`config.mk`:
```
export PLATFORM = sky130hd
export DESIGN_NAME = timer_irq_dma_ctrl
export DESIGN_NICKNAME = d
export VERILOG_FILES = /design/src/core/timer_irq_dma_pkg.sv /design/src/core/timer_irq_dma_ctrl.sv
export SDC_FILE = /design/constraint.sdc
export NUM_CORES = 1
export LEC_CHECK = 0
export BUFFER_PORTS_ARGS = -buffer_cell sky130_fd_sc_hd__buf_2
export CAP_MARGIN = 30
export CORE_MARGIN = 10
export CORE_UTILIZATION = 52
export CTS_BUF_LIST = sky130_fd_sc_hd__clkbuf_8
export DETAILED_ROUTE_END_ITERATION = 8
export GPL_TIMING_DRIVEN = 0
export MAX_ROUTING_LAYER = met4
export PLACE_DENSITY = 0.83
export SYNTH_ARGS = -nofsm -noshare
export SYNTH_HDL_FRONTEND = slang
export SYNTH_SLANG_ARGS = --single-unit
```
`constraint.sdc`:
```
create_clock -name clk -period 2.1 [get_ports clk]
set_input_delay 0.21 -clock clk [delete_from_list [all_inputs] [get_ports clk]]
set_output_delay 0.21 -clock clk [all_outputs]
set_load 0.02 [all_outputs]
```
`src/core/timer_irq_dma_pkg.sv`:
```
// constants and types for the timer interrupt and dma control section
// Overview of operation
// - global enable off blocks all timer interrupts
// - dma enable set by software, hardware clears
// - capture0 mask gates capture or end-of-block interrupt
// - compare0 mask gates compare or end-of-block interrupt
// - capture1, compare1, wrap masks gate own interrupts
// - count pointer high bits, bit2 toggles in swap
// - count pointer bit0 selects memory or registers
// - pointer bit1 shows channel, hardware driven
// - address pointer high bits, bit2 toggles in swap
// - register transfers ignore address pointer except swap
// - segment select picks segment register for memory
// - vector top five software, two hardware, bit0 zero
// - group code 00 wrap, 10 capture, 11 compare
// - capture0 block end set in swap, else one
// - compare0 block end set in swap, else one
// - capture source selects capture register or port
// - compare destination selects compare register or port
// - swap enable puts both channels in swap
// - three-bit shared interrupt and dma priority level
// - vector address fits in low 256 locations
// - overrun set when request arrives before clear
// - capture interrupt is or/and of two captures
package timer_irq_dma_pkg;
  localparam logic [7:0] dma_count_pointer_off = 8'hf0;
  localparam logic [7:0] dma_address_pointer_off = 8'hf1;
  localparam logic [7:0] timer_vector_base_off = 8'hf2;
  localparam logic [7:0] irq_dma_control_off = 8'hf3;
  localparam logic [7:0] irq_dma_mask_off = 8'hff;
  localparam logic [7:0] control_reset = 8'hc7;
  localparam logic [7:0] mask_reset = 8'h00;
  localparam logic [7:0] pointer_reset = 8'h00;
  localparam logic [7:0] vector_reset = 8'h00;
  // mask register bits
  localparam int global_irq_enable_bit = 7;
  localparam int capture0_dma_enable_bit = 6;
  localparam int capture0_irq_mask_bit = 5;
  localparam int capture1_irq_mask_bit = 4;
  localparam int compare0_dma_enable_bit = 3;
  localparam int compare0_irq_mask_bit = 2;
  localparam int compare1_irq_mask_bit = 1;
  localparam int wrap_irq_mask_bit = 0;
  // control register bits
  localparam int capture0_block_end_bit = 7;
  localparam int compare0_block_end_bit = 6;
  localparam int capture_dma_source_bit = 5;
  localparam int compare_dma_dest_bit = 4;
  localparam int swap_enable_bit = 3;
  // pointer bits
  localparam int pointer_swap_bit = 2;
  localparam int channel_direction_bit = 1;
  localparam int area_select_bit = 0;
  localparam logic [1:0] group_wrap = 2'h0;
  localparam logic [1:0] group_capture = 2'h2;
  localparam logic [1:0] group_compare = 2'h3;

  typedef struct packed {
    logic [7:0] addr;
    logic [7:0] wdata;
    logic wr;
  } reg_wr_t;

  typedef struct packed {
    logic [4:0] vector_high;
    logic [1:0] group;
    logic [2:0] level;
  } irq_req_t;

  typedef struct packed {
    logic channel;
    logic reg_file;
    logic use_dma_segment;
    logic port_io;
    logic [5:0] count_ptr;
    logic [5:0] addr_ptr;
    logic [2:0] level;
  } dma_req_t;
endpackage

```
`src/core/timer_irq_dma_ctrl.sv`:
```
// interrupt and dma control section of the multifunction timer
`timescale 1ns/1ps
module timer_irq_dma_ctrl
  import timer_irq_dma_pkg::*;
(
  input wire logic clk,
  input wire logic srst,
  input wire reg_wr_t reg_wr,
  input wire logic [7:0] rd_addr,
  output logic [7:0] rd_data,
  input wire logic capture0_evt,
  input wire logic capture1_evt,
  input wire logic compare0_evt,
  input wire logic compare1_evt,
  input wire logic wrap_evt,
  input wire logic capture0_flag_clr,
  input wire logic compare0_flag_clr,
  input wire logic overrun_clr,
  input wire logic capture_irq_combine,
  input wire logic [1:0] capt_pending,
  input wire logic compare1_pending,
  input wire logic wrap_pending,
  input wire logic compare0_pending,
  input wire logic capture0_eob,
  input wire logic compare0_eob,
  output logic irq_valid,
  input wire logic irq_ready,
  output irq_req_t irq_req,
  output logic dma_valid,
  input wire logic dma_ready,
  output dma_req_t dma_req,
  output logic capture0_overrun,
  output logic compare0_overrun
);
  logic [7:0] mask_q;
  logic [7:0] ctrl_q;
  logic [7:0] dcp_q;
  logic [7:0] dap_q;
  logic [4:0] vec_q;
  logic [1:0] group_q;
  logic cp0_flag_q;
  logic cm0_flag_q;
  logic ovr_cp_q;
  logic ovr_cm_q;
  logic wr_mask;
  logic wr_ctrl;
  logic wr_dcp;
  logic wr_dap;
  logic wr_vec;
  logic swap;
  logic cp_dma;
  logic cm_dma;
  logic capt_irq;
  logic [2:0] grp_active;
  logic irq_any;
  logic [1:0] grp_d;
  logic chan_q;
  logic cp_eob_q;
  logic cm_eob_q;
  logic irq_taken;
  // two-entry dma request buffer
  dma_req_t buf_q [2];
  logic [1:0] cnt_q;
  logic rd_ptr_q;
  logic wr_ptr_q;
  logic push;
  logic pop;
  logic push_ready;
  logic [1:0] dma_evt;
  dma_req_t new_req;

  function automatic logic wr_hit(input reg_wr_t w, input logic [7:0] off);
    wr_hit = w.wr && (w.addr == off);
  endfunction

  function automatic logic [7:0] ptr_view(input logic [7:0] p, input logic ch);
    ptr_view = {p[7:2], ch, p[0]};
  endfunction

  assign wr_mask = wr_hit(reg_wr, irq_dma_mask_off);
  assign wr_ctrl = wr_hit(reg_wr, irq_dma_control_off);
  assign wr_dcp = wr_hit(reg_wr, dma_count_pointer_off);
  assign wr_dap = wr_hit(reg_wr, dma_address_pointer_off);
  assign wr_vec = wr_hit(reg_wr, timer_vector_base_off);
  assign swap = ctrl_q[swap_enable_bit];
  assign cp_dma = mask_q[capture0_dma_enable_bit];
  assign cm_dma = mask_q[compare0_dma_enable_bit];

  // mask register; dma enables cleared by hardware at block end
  always_ff @(posedge clk)
  begin
    if (srst)
    begin
      mask_q <= mask_reset;
    end
    else
    begin
      if (wr_mask)
      begin
        mask_q <= reg_wr.wdata;
      end
      if (capture0_eob && cp_dma)
      begin
        mask_q[capture0_dma_enable_bit] <= 1'b0;
      end
      if (compare0_eob && cm_dma)
      begin
        mask_q[compare0_dma_enable_bit] <= 1'b0;
      end
    end
  end

  // control register with block-end flags
  always_ff @(posedge clk)
  begin
    if (srst)
    begin
      ctrl_q <= control_reset;
    end
    else
    begin
      if (wr_ctrl)
      begin
        ctrl_q <= reg_wr.wdata;
      end
      if (!(wr_ctrl ? reg_wr.wdata[swap_enable_bit] : swap))
      begin
        ctrl_q[capture0_block_end_bit] <= 1'b1;
        ctrl_q[compare0_block_end_bit] <= 1'b1;
      end
      else
      begin
        if (capture0_eob && cp_dma)
        begin
          ctrl_q[capture0_block_end_bit] <= 1'b1;
        end
        if (compare0_eob && cm_dma)
        begin
          ctrl_q[compare0_block_end_bit] <= 1'b1;
        end
      end
    end
  end

  // pointers; bit1 is hardware-driven, bit2 toggles at compare0 block end in swap
  always_ff @(posedge clk)
  begin
    if (srst)
    begin
      dcp_q <= pointer_reset;
      dap_q <= pointer_reset;
    end
    else
    begin
      if (wr_dcp)
      begin
        dcp_q <= reg_wr.wdata;
      end
      if (wr_dap)
      begin
        dap_q <= reg_wr.wdata;
      end
      if (swap && compare0_eob && cm_dma)
      begin
        dcp_q[pointer_swap_bit] <= ~(wr_dcp ? reg_wr.wdata[pointer_swap_bit] : dcp_q[pointer_swap_bit]);
        dap_q[pointer_swap_bit] <= ~(wr_dap ? reg_wr.wdata[pointer_swap_bit] : dap_q[pointer_swap_bit]);
      end
    end
  end

  always_ff @(posedge clk)
  begin
    if (srst)
    begin
      vec_q <= vector_reset[7:3];
    end
    else if (wr_vec)
    begin
      vec_q <= reg_wr.wdata[7:3];
    end
  end

  // overrun: new request while the event flag is still set; set wins
  always_ff @(posedge clk)
  begin
    if (srst)
    begin
      cp0_flag_q <= 1'b0;
      cm0_flag_q <= 1'b0;
      ovr_cp_q <= 1'b0;
      ovr_cm_q <= 1'b0;
    end
    else
    begin
      cp0_flag_q <= capture0_evt | (cp0_flag_q & ~capture0_flag_clr);
      cm0_flag_q <= compare0_evt | (cm0_flag_q & ~compare0_flag_clr);
      ovr_cp_q <= (capture0_evt & cp0_flag_q) | (ovr_cp_q & ~overrun_clr);
      ovr_cm_q <= (compare0_evt & cm0_flag_q) | (ovr_cm_q & ~overrun_clr);
    end
  end

  // block-end interrupts held until a request of their group is taken
  assign irq_taken = irq_valid & irq_ready;

  always_ff @(posedge clk)
  begin
    if (srst)
    begin
      cp_eob_q <= 1'b0;
      cm_eob_q <= 1'b0;
    end
    else
    begin
      cp_eob_q <= (capture0_eob & cp_dma) | (cp_eob_q & ~(irq_taken && irq_req.group == group_capture));
      cm_eob_q <= (compare0_eob & cm_dma) | (cm_eob_q & ~(irq_taken && irq_req.group == group_compare));
    end
  end

  // group requests; capture group is or/and of two captures
  always_comb
  begin
    if (capture_irq_combine)
    begin
      capt_irq = capt_pending[0] & capt_pending[1];
    end
    else
    begin
      capt_irq = capt_pending[0] | capt_pending[1];
    end
    grp_active[0] = wrap_pending & mask_q[wrap_irq_mask_bit];
    grp_active[1] = (capt_irq & (cp_dma ? 1'b0 : mask_q[capture0_irq_mask_bit]))
      | (cp_eob_q & mask_q[capture0_irq_mask_bit])
      | (capt_pending[1] & ~capture_irq_combine & mask_q[capture1_irq_mask_bit]);
    grp_active[2] = (compare0_pending & ~cm_dma & mask_q[compare0_irq_mask_bit])
      | (cm_eob_q & mask_q[compare0_irq_mask_bit])
      | (compare1_pending & mask_q[compare1_irq_mask_bit]);
    irq_any = mask_q[global_irq_enable_bit] & (|grp_active);
    if (grp_active[2])
    begin
      grp_d = group_compare;
    end
    else if (grp_active[1])
    begin
      grp_d = group_capture;
    end
    else
    begin
      grp_d = group_wrap;
    end
  end

  always_ff @(posedge clk)
  begin
    if (srst)
    begin
      irq_valid <= 1'b0;
      group_q <= group_wrap;
      irq_req <= '0;
    end
    else if (!irq_valid || irq_ready)
    begin
      irq_valid <= irq_any;
      group_q <= grp_d;
      irq_req <= '{vector_high: vec_q, group: grp_d, level: ctrl_q[2:0]};
    end
  end

  // dma requests through a two-entry buffer
  assign dma_evt[0] = capture0_evt & cp_dma;
  assign dma_evt[1] = compare0_evt & cm_dma & ~dma_evt[0];
  assign push_ready = (cnt_q != 2'd2);
  assign push = (|dma_evt) & push_ready;
  assign pop = (cnt_q != 2'd0) & dma_ready;

  always_comb
  begin
    new_req.channel = dma_evt[1];
    new_req.reg_file = dcp_q[area_select_bit];
    new_req.use_dma_segment = dap_q[area_select_bit] & ~dcp_q[area_select_bit];
    new_req.port_io = dma_evt[1] ? ctrl_q[compare_dma_dest_bit] : ctrl_q[capture_dma_source_bit];
    new_req.count_ptr = dcp_q[7:2];
    // register transfers keep only the table-select bit of the address pointer
    new_req.addr_ptr = dcp_q[area_select_bit] ? {3'h0, swap & dap_q[pointer_swap_bit], 2'h0} : dap_q[7:2];
    new_req.level = ctrl_q[2:0];
  end

  always_ff @(posedge clk)
  begin
    if (srst)
    begin
      cnt_q <= 2'd0;
      rd_ptr_q <= 1'b0;
      wr_ptr_q <= 1'b0;
    end
    else
    begin
      if (push)
      begin
        wr_ptr_q <= ~wr_ptr_q;
      end
      if (pop)
      begin
        rd_ptr_q <= ~rd_ptr_q;
      end
      cnt_q <= cnt_q + {1'b0, push} - {1'b0, pop};
    end
  end

  always_ff @(posedge clk)
  begin
    if (push)
    begin
      buf_q[wr_ptr_q] <= new_req;
    end
  end

  always_ff @(posedge clk)
  begin
    if (srst)
    begin
      dma_valid <= 1'b0;
      dma_req <= '0;
    end
    else
    begin
      dma_valid <= (cnt_q + {1'b0, push} - {1'b0, pop}) != 2'd0;
      dma_req <= (cnt_q == 2'd0 || (cnt_q == 2'd1 && pop)) ? new_req
        : buf_q[pop ? ~rd_ptr_q : rd_ptr_q];
    end
  end

  // channel of the last transfer taken, shown in bit1 of both pointers
  always_ff @(posedge clk)
  begin
    if (srst)
    begin
      chan_q <= 1'b0;
    end
    else if (dma_valid && dma_ready)
    begin
      chan_q <= dma_req.channel;
    end
  end

  // overrun outputs
  always_ff @(posedge clk)
  begin
    if (srst)
    begin
      capture0_overrun <= 1'b0;
      compare0_overrun <= 1'b0;
    end
    else
    begin
      capture0_overrun <= ovr_cp_q;
      compare0_overrun <= ovr_cm_q;
    end
  end

  // register readback
  always_ff @(posedge clk)
  begin
    if (srst)
    begin
      rd_data <= 8'h00;
    end
    else
    begin
      unique case (rd_addr)
        dma_count_pointer_off: rd_data <= ptr_view(dcp_q, chan_q);
        dma_address_pointer_off: rd_data <= ptr_view(dap_q, chan_q);
        timer_vector_base_off: rd_data <= {vec_q, group_q, 1'b0};
        irq_dma_control_off: rd_data <= ctrl_q;
        irq_dma_mask_off: rd_data <= mask_q;
        default: rd_data <= 8'h00;
      endcase
    end
  end
endmodule // timer_irq_dma_ctrl

```
Word level (Yosys, flattened, before mapping)

Memory sizes are Yosys's and may differ from the RTL's.
Cells that the tools add are included.

Input bits: 45
Flip-flop bits (word level): 89
Output and inout port bits: 41
RAM bits: 38
Bits in latches: 0
ROM bits: 0
Memories kept: 1

Memories:

| name  | words | bits a word | read ports | clocked after Yosys merged registers in | write ports | line                     | source |
|---|---|---|---|---|---|---|---|
| buf_q | 2     | 19          | 1          | 0                                       | 1           | timer_irq_dma_ctrl.sv:62 | `dma_req_t buf_q [2];` |

$lt $le $gt $ge: 0
Muxes and demuxes: 18
Multiply operators: 0
Shifts and indexed selects: 0
Divide/modulo/power cells: 0
Equality and inequality tests: 14
Add/subtract/negate cells: 2
Bitwise logic cells: 54
Reduce and logical (&&, ||, !) cells: 27

Operator list:

| cell                                          | count |
|---|---|
| == test 8 bit, second input constant          | 10 |
| one-hot mux 8 bit (5 select lines)            | 1 |
| bitwise AND 1 bit                             | 29 |
| 2-to-1 mux 19 bit                             | 1 |
| inverter 1 bit                                | 14 |
| logical AND 1 bit                             | 13 |
| 2-to-1 mux 1 bit                              | 11 |
| bitwise OR 1 bit                              | 11 |
| OR reduction 3 bit                            | 3 |
| nonzero test 2 bit                            | 4 |
| 2-to-1 mux 3 bit                              | 2 |
| 2-to-1 mux 6 bit                              | 1 |
| OR reduction 2 bit                            | 3 |
| == test 2 bit, second input constant          | 2 |
| 2-to-1 mux 2 bit                              | 2 |
| adder 2 x 1 -> 2 bit                          | 1 |
| == test 2 x 1 -> 1 bit, second input constant | 1 |
| logical NOT 2 bit                             | 1 |
| logical OR 1 bit                              | 2 |
| != test 2 bit, second input constant          | 1 |
| subtractor 2 x 1 -> 2 bit                     | 1 |
| logical NOT 1 bit                             | 1 |

Logic depth before layout (Yosys ltp)

Gate-level depths: netlist of run 1.

Depth after elaboration: 8
Gate-level depth with buffers: 10
Mapped depth without buffers: 10

Least setup slack after synthesis of run 1

OpenSTA, ideal clock, no wires.

Path type: register -> register
Start: register mask_q[3]
End: memory buf_q[0][0] (netlist bit), enable pin
Library setup time: 0.395 ns
Arrival: 1.659 ns
Slack: 0.046 ns
Stages on the path, launching flop included: 5
Path through: dfxtp_1 > nand2_1 > a22oi_1 > inv_1 > nor2_1

Longest elaborated chain between the ends: 6

Ends and longest elaborated chain:

| item                                   | line                      | source |
|---|---|---|
| from (decl)                            | timer_irq_dma_ctrl.sv:35  | `logic [7:0] mask_q;` |
| from (signal assigned)                 | timer_irq_dma_ctrl.sv:94  | `mask_q <= mask_reset;` |
| from (signal assigned)                 | timer_irq_dma_ctrl.sv:100 | `mask_q <= reg_wr.wdata;` |
| bitwise AND 1 bit (2 in a row)         | timer_irq_dma_ctrl.sv:270 | `assign dma_evt[1] = compare0_evt & cm_dma & ~dma_evt[0];` |
| OR reduction 2 bit                     | timer_irq_dma_ctrl.sv:272 | `assign push = (\|dma_evt) & push_ready;` |
| bitwise AND 1 bit                      | timer_irq_dma_ctrl.sv:272 |  |
| 2-to-1 mux 1 bit                       | timer_irq_dma_ctrl.sv:311 | `if (push)` |
| 2-to-1 mux 1 bit (not written as such) | timer_irq_dma_ctrl.sv:313 | `buf_q[wr_ptr_q] <= new_req;` |
| to (decl)                              | timer_irq_dma_ctrl.sv:62  |  |

No other way between the ends.

Final worst setup path of run 1

Start: register mask_q[6]
End: register dma_valid

Longest elaborated chain between the ends: 8

Ends and longest elaborated chain:

| item                          | line                      | source |
|---|---|---|
| bitwise AND 1 bit (*)         | timer_irq_dma_ctrl.sv:269 | `assign dma_evt[0] = capture0_evt & cp_dma;` |
| inverter 1 bit                | timer_irq_dma_ctrl.sv:270 |  |
| bitwise AND 1 bit             | timer_irq_dma_ctrl.sv:270 |  |
| OR reduction 2 bit (*)        | timer_irq_dma_ctrl.sv:272 |  |
| bitwise AND 1 bit (*)         | timer_irq_dma_ctrl.sv:272 |  |
| adder 2 x 1 -> 2 bit (*)      | timer_irq_dma_ctrl.sv:326 | `dma_valid <= (cnt_q + {1'b0, push} - {1'b0, pop}) != 2'd0;` |
| subtractor 2 x 1 -> 2 bit (*) | timer_irq_dma_ctrl.sv:326 |  |
| nonzero test 2 bit (*)        | timer_irq_dma_ctrl.sv:326 |  |
| to (signal assigned)          | timer_irq_dma_ctrl.sv:321 | `dma_valid <= 1'b0;` |
| to (signal assigned)          | timer_irq_dma_ctrl.sv:326 |  |
| to (decl)                     | timer_irq_dma_ctrl.sv:29  | `output logic dma_valid,` |

Every way passes the cells marked *; elsewhere a longest branch is shown, timed or not.
A chain may end at the register's enable or synchronous reset.

==> impl_metrics.yaml, run 1 <==
floorplanning:
  core_area_um2: 9240
  die_w_um: 118
  initial_core_util_pct: 53.6
  num_io_pins: 86
  rows: 35
  die_h_um: 118
  fp.dieArea_um2: 13800
sta:
  finalHoldViolCount: 0
  drv_slew: 0
  layout_worst_path_cycle_share_pct: 94.5
  skew_ns: 0.0135
  max-slew-margin-rel_pct: 34.6
  max_freq_mhz: 504
  fin_crit_ns: 1.99
  worst_pin_slew_ns: 0.972
  setup-violations-final: 0
  setup_tns_ns: 0
setup_path:
  path_cells: "nand2_1 -> a22oi_2 -> inv_2 -> ha_1 -> inv_1 -> ha_1 -> xnor2_2 -> xnor2_1 -> nor2_1 -> or2_2"
  crit_required_ns: 2.42
  start_kind: "flop"
  worstSetupEndpointType: "flop"
  critPathKind: "reg -> reg"
  cp_common_cell: "ha_1"
  crit_slowest_cell: "dfxtp_4"
  arrival_ns: 2.31
  slowest_delay_ns: 0.37
  crit_fanout: 5
drt:
  vias_per_cell: 5.50
  ant_nets: 0
  first_pass_iters: 5
  initialDrtViolationCount: 243
  routed_wl_um: 12700
  routedWlPerCell_um: 18.4
  drc: 0
  vias: 3801
power_and_ir_drop:
  total_power_mw: 5.84
  leakagePower_nw: 2.41
  ir_drop_v: 0.000522
  power.density_nw_per_um2: 980
global_routing:
  antenna_found_initial: 0
  grt_overflow: 0
  grt.total_usage_pct: 18.7
  grt_max_degree: 20
  grt_pass1_wl_um: 20300
  grt_pass1_vias: 3951
synth:
  avgSynthCellArea_um2: 11.2
  synth_cell_type_count: 42
  synth_seq_area_share_pct: 58.2
  async_reset_ff_share_pct: 0
  syn_inst: 443
  syn_nets: 490
  ys.flop_type: "dfxtp_1"
  synth_seq_cells: 125
  ys_warn_count: 0
  synth_area_um2: 4950
  synth-edff-count: 38
clock_network:
  cts_root_buffer: "clkbuf_8"
  clk_pin_slew_ns: 0.07
  cts.sinks: 125
  cts_tree: "done"
  cts_made_buffers: 17
  clock_latency_ns: 0.44
  htree_levels: 4
  clockBufferDepth: 2
placement:
  hpwlAfterDp_um: 9190
  gp_congestion: 0.890
  port_buffers: 80
  place_inst: 653
final_layout:
  fill_cells: 723
  nNetsFinal: 596
  finalNonFillerCells: 691
  antennaDiodeCount: 0
  drive_gt1_share_pct: 24.4
  syn_to_final_growth_pct: 20.5
flow_run:
  cap_violations: 0
outcome:
  status: "finished clean"
hold_path:
  min-delay-path-class: "in -> reg"
[power breakdown]
part / internal, mW / leakage (nW) / switching, mW
clock network: 1.05 / 0.210 / 0.894
registers: 2.60 / 1.05 / 0.0439
logic: 0.488 / 1.15 / 0.764
[repair_timing]
item	4_1_cts	5_1_grt
hold buffers	2	0
endpoints found under the hold margin	2	0
endpoints found under the setup margin	20	1
pin swaps	0	1
setup buffers	0	4
resized for setup	4	3
[cells by family (layout without fill, tap and decap cells)]
group / Yosys count / after routing / synth area share (%)
and+or+nand+nor: 141 / 141 / 14.6
DFF: 125 / 125 / 58.2
AOI/OAI and AO/OA: 80 / 80 / 11.3
muxes: 57 / 57 / 11.8
buffers and inverters: 34 / 153 / 2.96
xor gates and xnor gates: 4 / 4 / 0.708
adders and majority gates: 2 / 2 / 0.505
[path summary, 6_finish.rpt]
| check | from | end | slack (ns) | cells past startpoint |
|---|---|---|---|---|
| worst max-delay path | mask_q[6] | dma_valid | 0.11 | 10 |
| worst min-delay path | reg_wr[2] | ctrl_q[1] | 0.01 | 2 |
| worst max register to register | mask_q[6] | dma_valid | 0.11 | 10 |
| worst min register to register | irq_req[8] | irq_req[8] | 0.45 | 2 |
[synth_stat cells, types with 2 or more instances]
library cell,n,share of area [%]
o2bb2ai_1,5,0.88
o21ai_0,6,0.61
nand2_1,32,2.4
mux2i_1,56,11
nor3_1,3,0.30
buf_4,4,0.61
and2_1,2,0.25
nor3_2,3,0.61
nand2b_1,6,0.76
clkbuf_1,12,0.91
buf_2,3,0.30
o21a_1,2,0.30
inv_1,11,0.83
nor2_1,57,4.3
xnor2_1,4,0.71
buf_1,4,0.30
a21oi_1,21,2.1
nand3_1,7,0.71
a211oi_1,22,3.3
a211oi_2,2,0.51
o31a_1,2,0.35
nor4_1,3,0.38
dfxtp_1,87,35
edfxtp_1,38,23
a22oi_1,11,1.7
nor2b_1,16,2.0
ha_1,2,0.51
nor3_4,4,1.3
a211o_1,4,0.71
nor3b_1,2,0.30
[critical path, delay by kind of cell, from the launching register on]
family / cells / cell delay [ns]
flops: 1 / 0.37
fa+ha+maj: 2 / 0.48
xor+xnor: 2 / 0.28
simple gates: 3 / 0.42
compound gates: 1 / 0.21
buf+inv: 2 / 0.11
[per-layer routing]
layer / wire length [µm] / GRT usage [%] / up-vias / part of all wire, %
met5: 0 / - / - / 0
li1: - / - / 1793 / -
met3: 836 / 4.80 / 38 / 6.6
met2: 5970 / 29.9 / 183 / 47
met1: 5520 / 22.0 / 1787 / 43
met4: 399 / 7.42 / 0 / 3.1
[layout make-up]
cell class | count | area, µm² | share of cell area [%]
Sequential cell | 125 | 2890 | 48.5
Multi-Input combinational cell | 284 | 1940 | 32.5
Timing Repair Buffer | 87 | 465 | 7.80
Clock buffer | 18 | 248 | 4.15
Tap cell | 129 | 161 | 2.71
Clock inverter | 14 | 116 | 1.95
Buffer | 23 | 105 | 1.76
Inverter | 11 | 41.3 | 0.692
[metrics by stage]
step	instance area [µm²]	hold WS, ns	utilization (%)	setup WS (ns)
floorplan	4950	0.308	-	0.0464
global placement	5510	0.422	59.7	-0.552
detailed placement	5530	0.433	59.9	-0.183
CTS	5920	0.00959	64.1	0.0279
global route	5960	0.0126	64.5	-0.00361
finish	5960	0.0123	64.5	0.115
[cell usage in the layout (no fill, tap or decap), types with 2 or more instances in the layout]
cell type	synthesis	routed
dfxtp_1	87	85
nor3_2	3	3
o21a_1	2	2
nor2b_1	16	16
mux2i_1	56	56
a211oi_2	2	2
nor3_1	3	3
nor3b_1	2	2
nand2b_1	6	6
o31a_1	2	2
nor3_4	4	4
nand2_1	32	32
a211oi_1	22	22
clkbuf_1	12	12
xnor2_1	4	3
a211o_1	4	4
buf_4	4	8
nor4_1	3	3
inv_1	11	16
o2bb2ai_1	5	5
clkbuf_8	0	18
edfxtp_1	38	38
a22oi_1	11	10
buf_1	4	4
ha_1	2	2
buf_2	3	83
bufinv_16	0	2
dlygate4sd3_1	0	2
dfxtp_4	0	2
nand3_1	7	7
a21oi_1	21	21
nor2_1	57	56
clkinv_2	0	4
o21ai_0	6	6
and2_1	2	2
[sequential cells by signal, summed over array words and instances, names as in the netlist, 5 cells and up]
signal	count
rd_data	8
irq_req	8
ctrl_q	8
vec_q	5
dap_q	7
dma_req	19
buf_q	38
mask_q	8
dcp_q	7
Note: power is estimated with default switching activity, not from simulation.
==> inputs of run 2 (changes only) <==
- CORE_UTILIZATION: 52 -> 25
- PLACE_DENSITY: 0.83 -> 0.48
==> impl_metrics.yaml, run 2 (synthesis results as in run 1) <==
clock_network:
  cts_made_buffers: 17
  clock_latency_ns: 0.43
  clockBufferDepth: 2
  cts.sinks: 125
  cts_root_buffer: "clkbuf_8"
  clk_pin_slew_ns: 0.07
  cts_tree: "done"
  htree_levels: 4
setup_path:
  start_kind: "flop"
  critPathKind: "reg -> reg"
  crit_fanout: 7
  arrival_ns: 2.35
  crit_required_ns: 2.42
  worstSetupEndpointType: "flop"
  reg2reg_depth: 10
final_layout:
  fin_util_pct: 31.6
  regMostFlops: "buf_q"
  design_area_um2: 6150
  largest_reg_flops: 38
  top_regs: "buf_q: 38 flops, dma_req: 19 flops"
  nNetsFinal: 595
  antennaDiodeCount: 0
  final_cell_mix: "85 x dfxtp_1, 83 x buf_2, 56 x mux2i_1, 56 x nor2_1, 38 x edfxtp_1"
  mostFrequentLayoutCell: "dfxtp_1"
  drive_gt1_share_pct: 24.1
  syn_to_final_growth_pct: 24.3
outcome:
  status: "finished clean"
placement:
  port_buffers: 80
  place_area_um2: 5700
  hpwlAfterDp_um: 10700
  gp_congestion: 0.869
floorplanning:
  core_area_um2: 19500
  rows: 51
  die_h_um: 161
  die_w_um: 161
  initial_core_util_pct: 25.4
  num_io_pins: 86
  fp.dieArea_um2: 25800
global_routing:
  grt_pass1_wl_um: 22000
  grt_overflow: 0
  grt.total_usage_pct: 11.3
  grt_pass1_vias: 3799
  antenna_found_initial: 0
  grt_max_degree: 20
drt:
  ant_nets: 0
  first_pass_iters: 5
  drc: 0
  vias: 3649
  vias_per_cell: 4.42
  initialDrtViolationCount: 224
  routed_wl_um: 14300
  routedWlPerCell_um: 17.3
sta:
  setup-violations-final: 0
  worst_pin_slew_ns: 0.929
  finalHoldViolCount: 0
  skew_ns: 0.00777
  max-slew-margin-rel_pct: 37.5
  drv_slew: 0
  layout_worst_path_cycle_share_pct: 96.6
  fin_crit_ns: 2.03
  setup_tns_ns: 0
  max_freq_mhz: 493
power_and_ir_drop:
  power.density_nw_per_um2: 959
  total_power_mw: 5.90
  ir_drop_v: 0.000380
  leakagePower_nw: 2.40
flow_run:
  cap_violations: 0
hold_path:
  min-delay-path-class: "in -> reg"
  hold_depth: 3
==> run 2: path summary, 6_finish.rpt <==
check,end,start,slack (ns)
worst max-delay path,dma_valid,mask_q[6],0.07
worst max register to register,dma_valid,mask_q[6],0.07
worst min register to register,irq_req[8],irq_req[8],0.45
worst min-delay path,cp0_flag_q,capture0_evt,0.06
==> run 2: where the power goes <==
group | internal (mW) | switching, mW | leakage [nW]
clock | 1.08 | 0.888 | 0.206
sequential | 2.60 | 0.0467 | 1.05
combinational | 0.490 | 0.794 | 1.14
total | 4.17 | 1.73 | 2.40
==> run 2: timing repair <==
item,4_1_cts,5_1_grt
pin swaps,0,1
hold buffers,3,0
endpoints found under the hold margin,3,0
setup endpoints to repair,20,1
buffers inserted,0,1
resized for setup,4,2
gates cloned,0,0
==> run 2: per-stage QoR <==
stage	hold WS, ns	worst slack [ns]	std cells
2_1_floorplan	0.308	0.0464	443
3_3_place_gp	0.436	-0.684	788
3_5_place_dp	0.440	-0.187	789
4_1_cts	0.0247	0.00207	823
5_1_grt	0.0376	-0.0183	825
6_report	0.0569	0.0708	825
==> run 2: layout make-up <==
cell class / count / area (µm²)
Timing Repair Buffer: 86 / 480
Inverter: 11 / 41.3
Sequential cell: 125 / 2890
Buffer: 23 / 105
Fill cell: 2050 / 13300
Multi-Input combinational cell: 284 / 1940
Clock inverter: 12 / 105
Clock buffer: 19 / 262
Tap cell: 265 / 332
==> run 2: worst max-delay path, cell delays in order, from the launching register on <==
cell	delay, ns
dfxtp_4	0.39
nand2_1	0.09
a22oi_2	0.17
inv_1	0.10
ha_1	0.28
inv_1	0.04
ha_1	0.21
xnor2_2	0.16
xnor2_1	0.14
nor2_1	0.07
or2_2	0.28
==> run 2: routing by layer <==
metal  vias up  track usage (%)  wire [µm]
met3        13             3.02        636
li1       1788                -          -
met1      1735             13.8       6510
met2       113             18.3       6950
met4         0             3.10        152
met5         -                -          0
==> inputs of run 3 (changes only) <==
- CTS_BUF_LIST: sky130_fd_sc_hd__clkbuf_8 -> default
==> impl_metrics.yaml, run 3 (synthesis results as in run 1) <==
outcome:
  status: "finished clean"
drt:
  drc: 0
  first_pass_iters: 5
  routed_wl_um: 14300
  route.met2.wl_um: 6820
  ant_nets: 0
  dr_wl_met3_um: 704
  initialDrtViolationCount: 250
  routedWlPerCell_um: 17.4
  vias: 3607
  wl_met1_um: 6520
  maxUsedRoutingLayer: "met4"
  vias_per_cell: 4.38
final_layout:
  largest_reg_flops: 38
  design_area_um2: 6320
  fill_cells: 2031
  antennaDiodeCount: 0
  final_cell_mix: "85 x dfxtp_1, 83 x buf_2, 56 x mux2i_1, 56 x nor2_1, 38 x edfxtp_1"
  top_regs: "buf_q: 38 flops, dma_req: 19 flops"
  syn_to_final_growth_pct: 27.7
  seqCellArea_um2: 2890
  multi_input_comb_area_um2: 1940
  mostFrequentLayoutCell: "dfxtp_1"
  drive_gt1_share_pct: 24.2
  regMostFlops: "buf_q"
  nNetsFinal: 593
placement:
  hpwlAfterDp_um: 10700
  place_area_um2: 5700
  port_buffers: 80
  gp_congestion: 0.869
  pre_cts_slack_ns: -0.187
hold_path:
  min-delay-path-class: "in -> reg"
  hold_depth: 2
clock_network:
  clk_pin_slew_ns: 0.05
  cts_root_buffer: "clkbuf_16"
  cts.sinks: 125
  clock_latency_ns: 0.42
  cts_made_buffers: 17
  htree_levels: 4
  cts_tree: "done"
  clockBufferDepth: 2
power_and_ir_drop:
  ir_drop_v: 0.000543
  pwr-share-seq_pct: 39.5
  total_power_mw: 6.72
  p_sw_share_pct: 27.4
  p_switching_mw: 1.84
  leakagePower_nw: 2.47
  combPwrFrac_pct: 19.1
  power.density_nw_per_um2: 1060
  internal-power_mw: 4.88
  pwr-share-clk_pct: 41.4
setup_path:
  arrival_ns: 2.33
  crit_fanout: 7
  worstSetupEndpointType: "flop"
  start_kind: "flop"
  crit_required_ns: 2.40
  reg2reg_depth: 10
  critPathKind: "reg -> reg"
sta:
  skew_ns: 0.00790
  setup_ws_ns: 0.0753
  max-slew-margin-rel_pct: 35.9
  layout_worst_path_cycle_share_pct: 96.4
  hold_ws_ns: 0.0158
  setup-violations-final: 0
  worst_pin_slew_ns: 0.953
  finalHoldViolCount: 0
  drv_slew: 0
  max_freq_mhz: 494
  fin_crit_ns: 2.02
flow_run:
  cap_violations: 0
floorplanning:
  core_area_um2: 19500
  initial_core_util_pct: 25.4
  die_w_um: 161
  num_io_pins: 86
  rows: 51
  fp.dieArea_um2: 25800
  die_h_um: 161
global_routing:
  grt.total_usage_pct: 11.6
  grt_pass1_wl_um: 22100
  grt_max_degree: 20
  grt_pass1_vias: 3780
  grt_overflow: 0
  antenna_found_initial: 0
## run 3: path summary, 6_finish.rpt
path | startpoint | endpoint | slack [ns]
max | mask_q[6] | dma_valid | 0.08
min | reg_wr[2] | ctrl_q[1] | 0.02
max reg2reg | mask_q[6] | dma_valid | 0.08
min reg2reg | irq_req[9] | irq_req[9] | 0.45
## run 3: cell type report
class                      instances  area share, %
inverter                          11          0.653
buffer                            23           1.66
sequential                       125           45.7
tap                              265           5.24
clock buffer                      22           7.34
timing repair buffer              84           7.28
multi-input combinational        284           30.6
clock inverter                     9           1.48
## run 3: worst max-delay path: stages, from the launching register on
cell and delay (ns):
dfxtp_4 0.38, nand2_1 0.09, a22oi_2 0.17, inv_1 0.11, ha_1 0.29, inv_1 0.04, ha_1 0.21, xnor2_2 0.16
xnor2_1 0.14, nor2_1 0.07, or2_2 0.28
## run 3: timing repair
item,4_1_cts,5_1_grt
gates resized for setup,4,2
endpoints found under the hold margin,1,0
endpoints found under the setup margin,20,1
buffers inserted,0,1
pin swaps,0,1
hold buffers,1,0
## run 3: metal layers
metal / global-route usage [%] / vias up
met5: - / -
met4: 4.63 / 0
met3: 3.32 / 18
met2: 18.1 / 95
met1: 13.9 / 1703
li1: - / 1791
## run 3: through the flow
step           setup TNS (ns)  util, %  std cells
2_1_floorplan               0        -        443
3_3_place_gp           -13.76     29.2        788
3_5_place_dp            -1.81     29.3        789
4_1_cts                     0     32.3        821
5_1_grt               -0.0173     32.5        823
6_report                    0     32.5        823
## run 3: power groups by stage
stage	logic (mW)	registers, mW	clock network, mW
detailed placement	1.29	2.71	0
global route	1.42	2.67	2.95
CTS	1.29	2.66	2.84
floorplan	0.740	2.84	0
global placement	1.28	2.71	0
finish	1.28	2.65	2.78
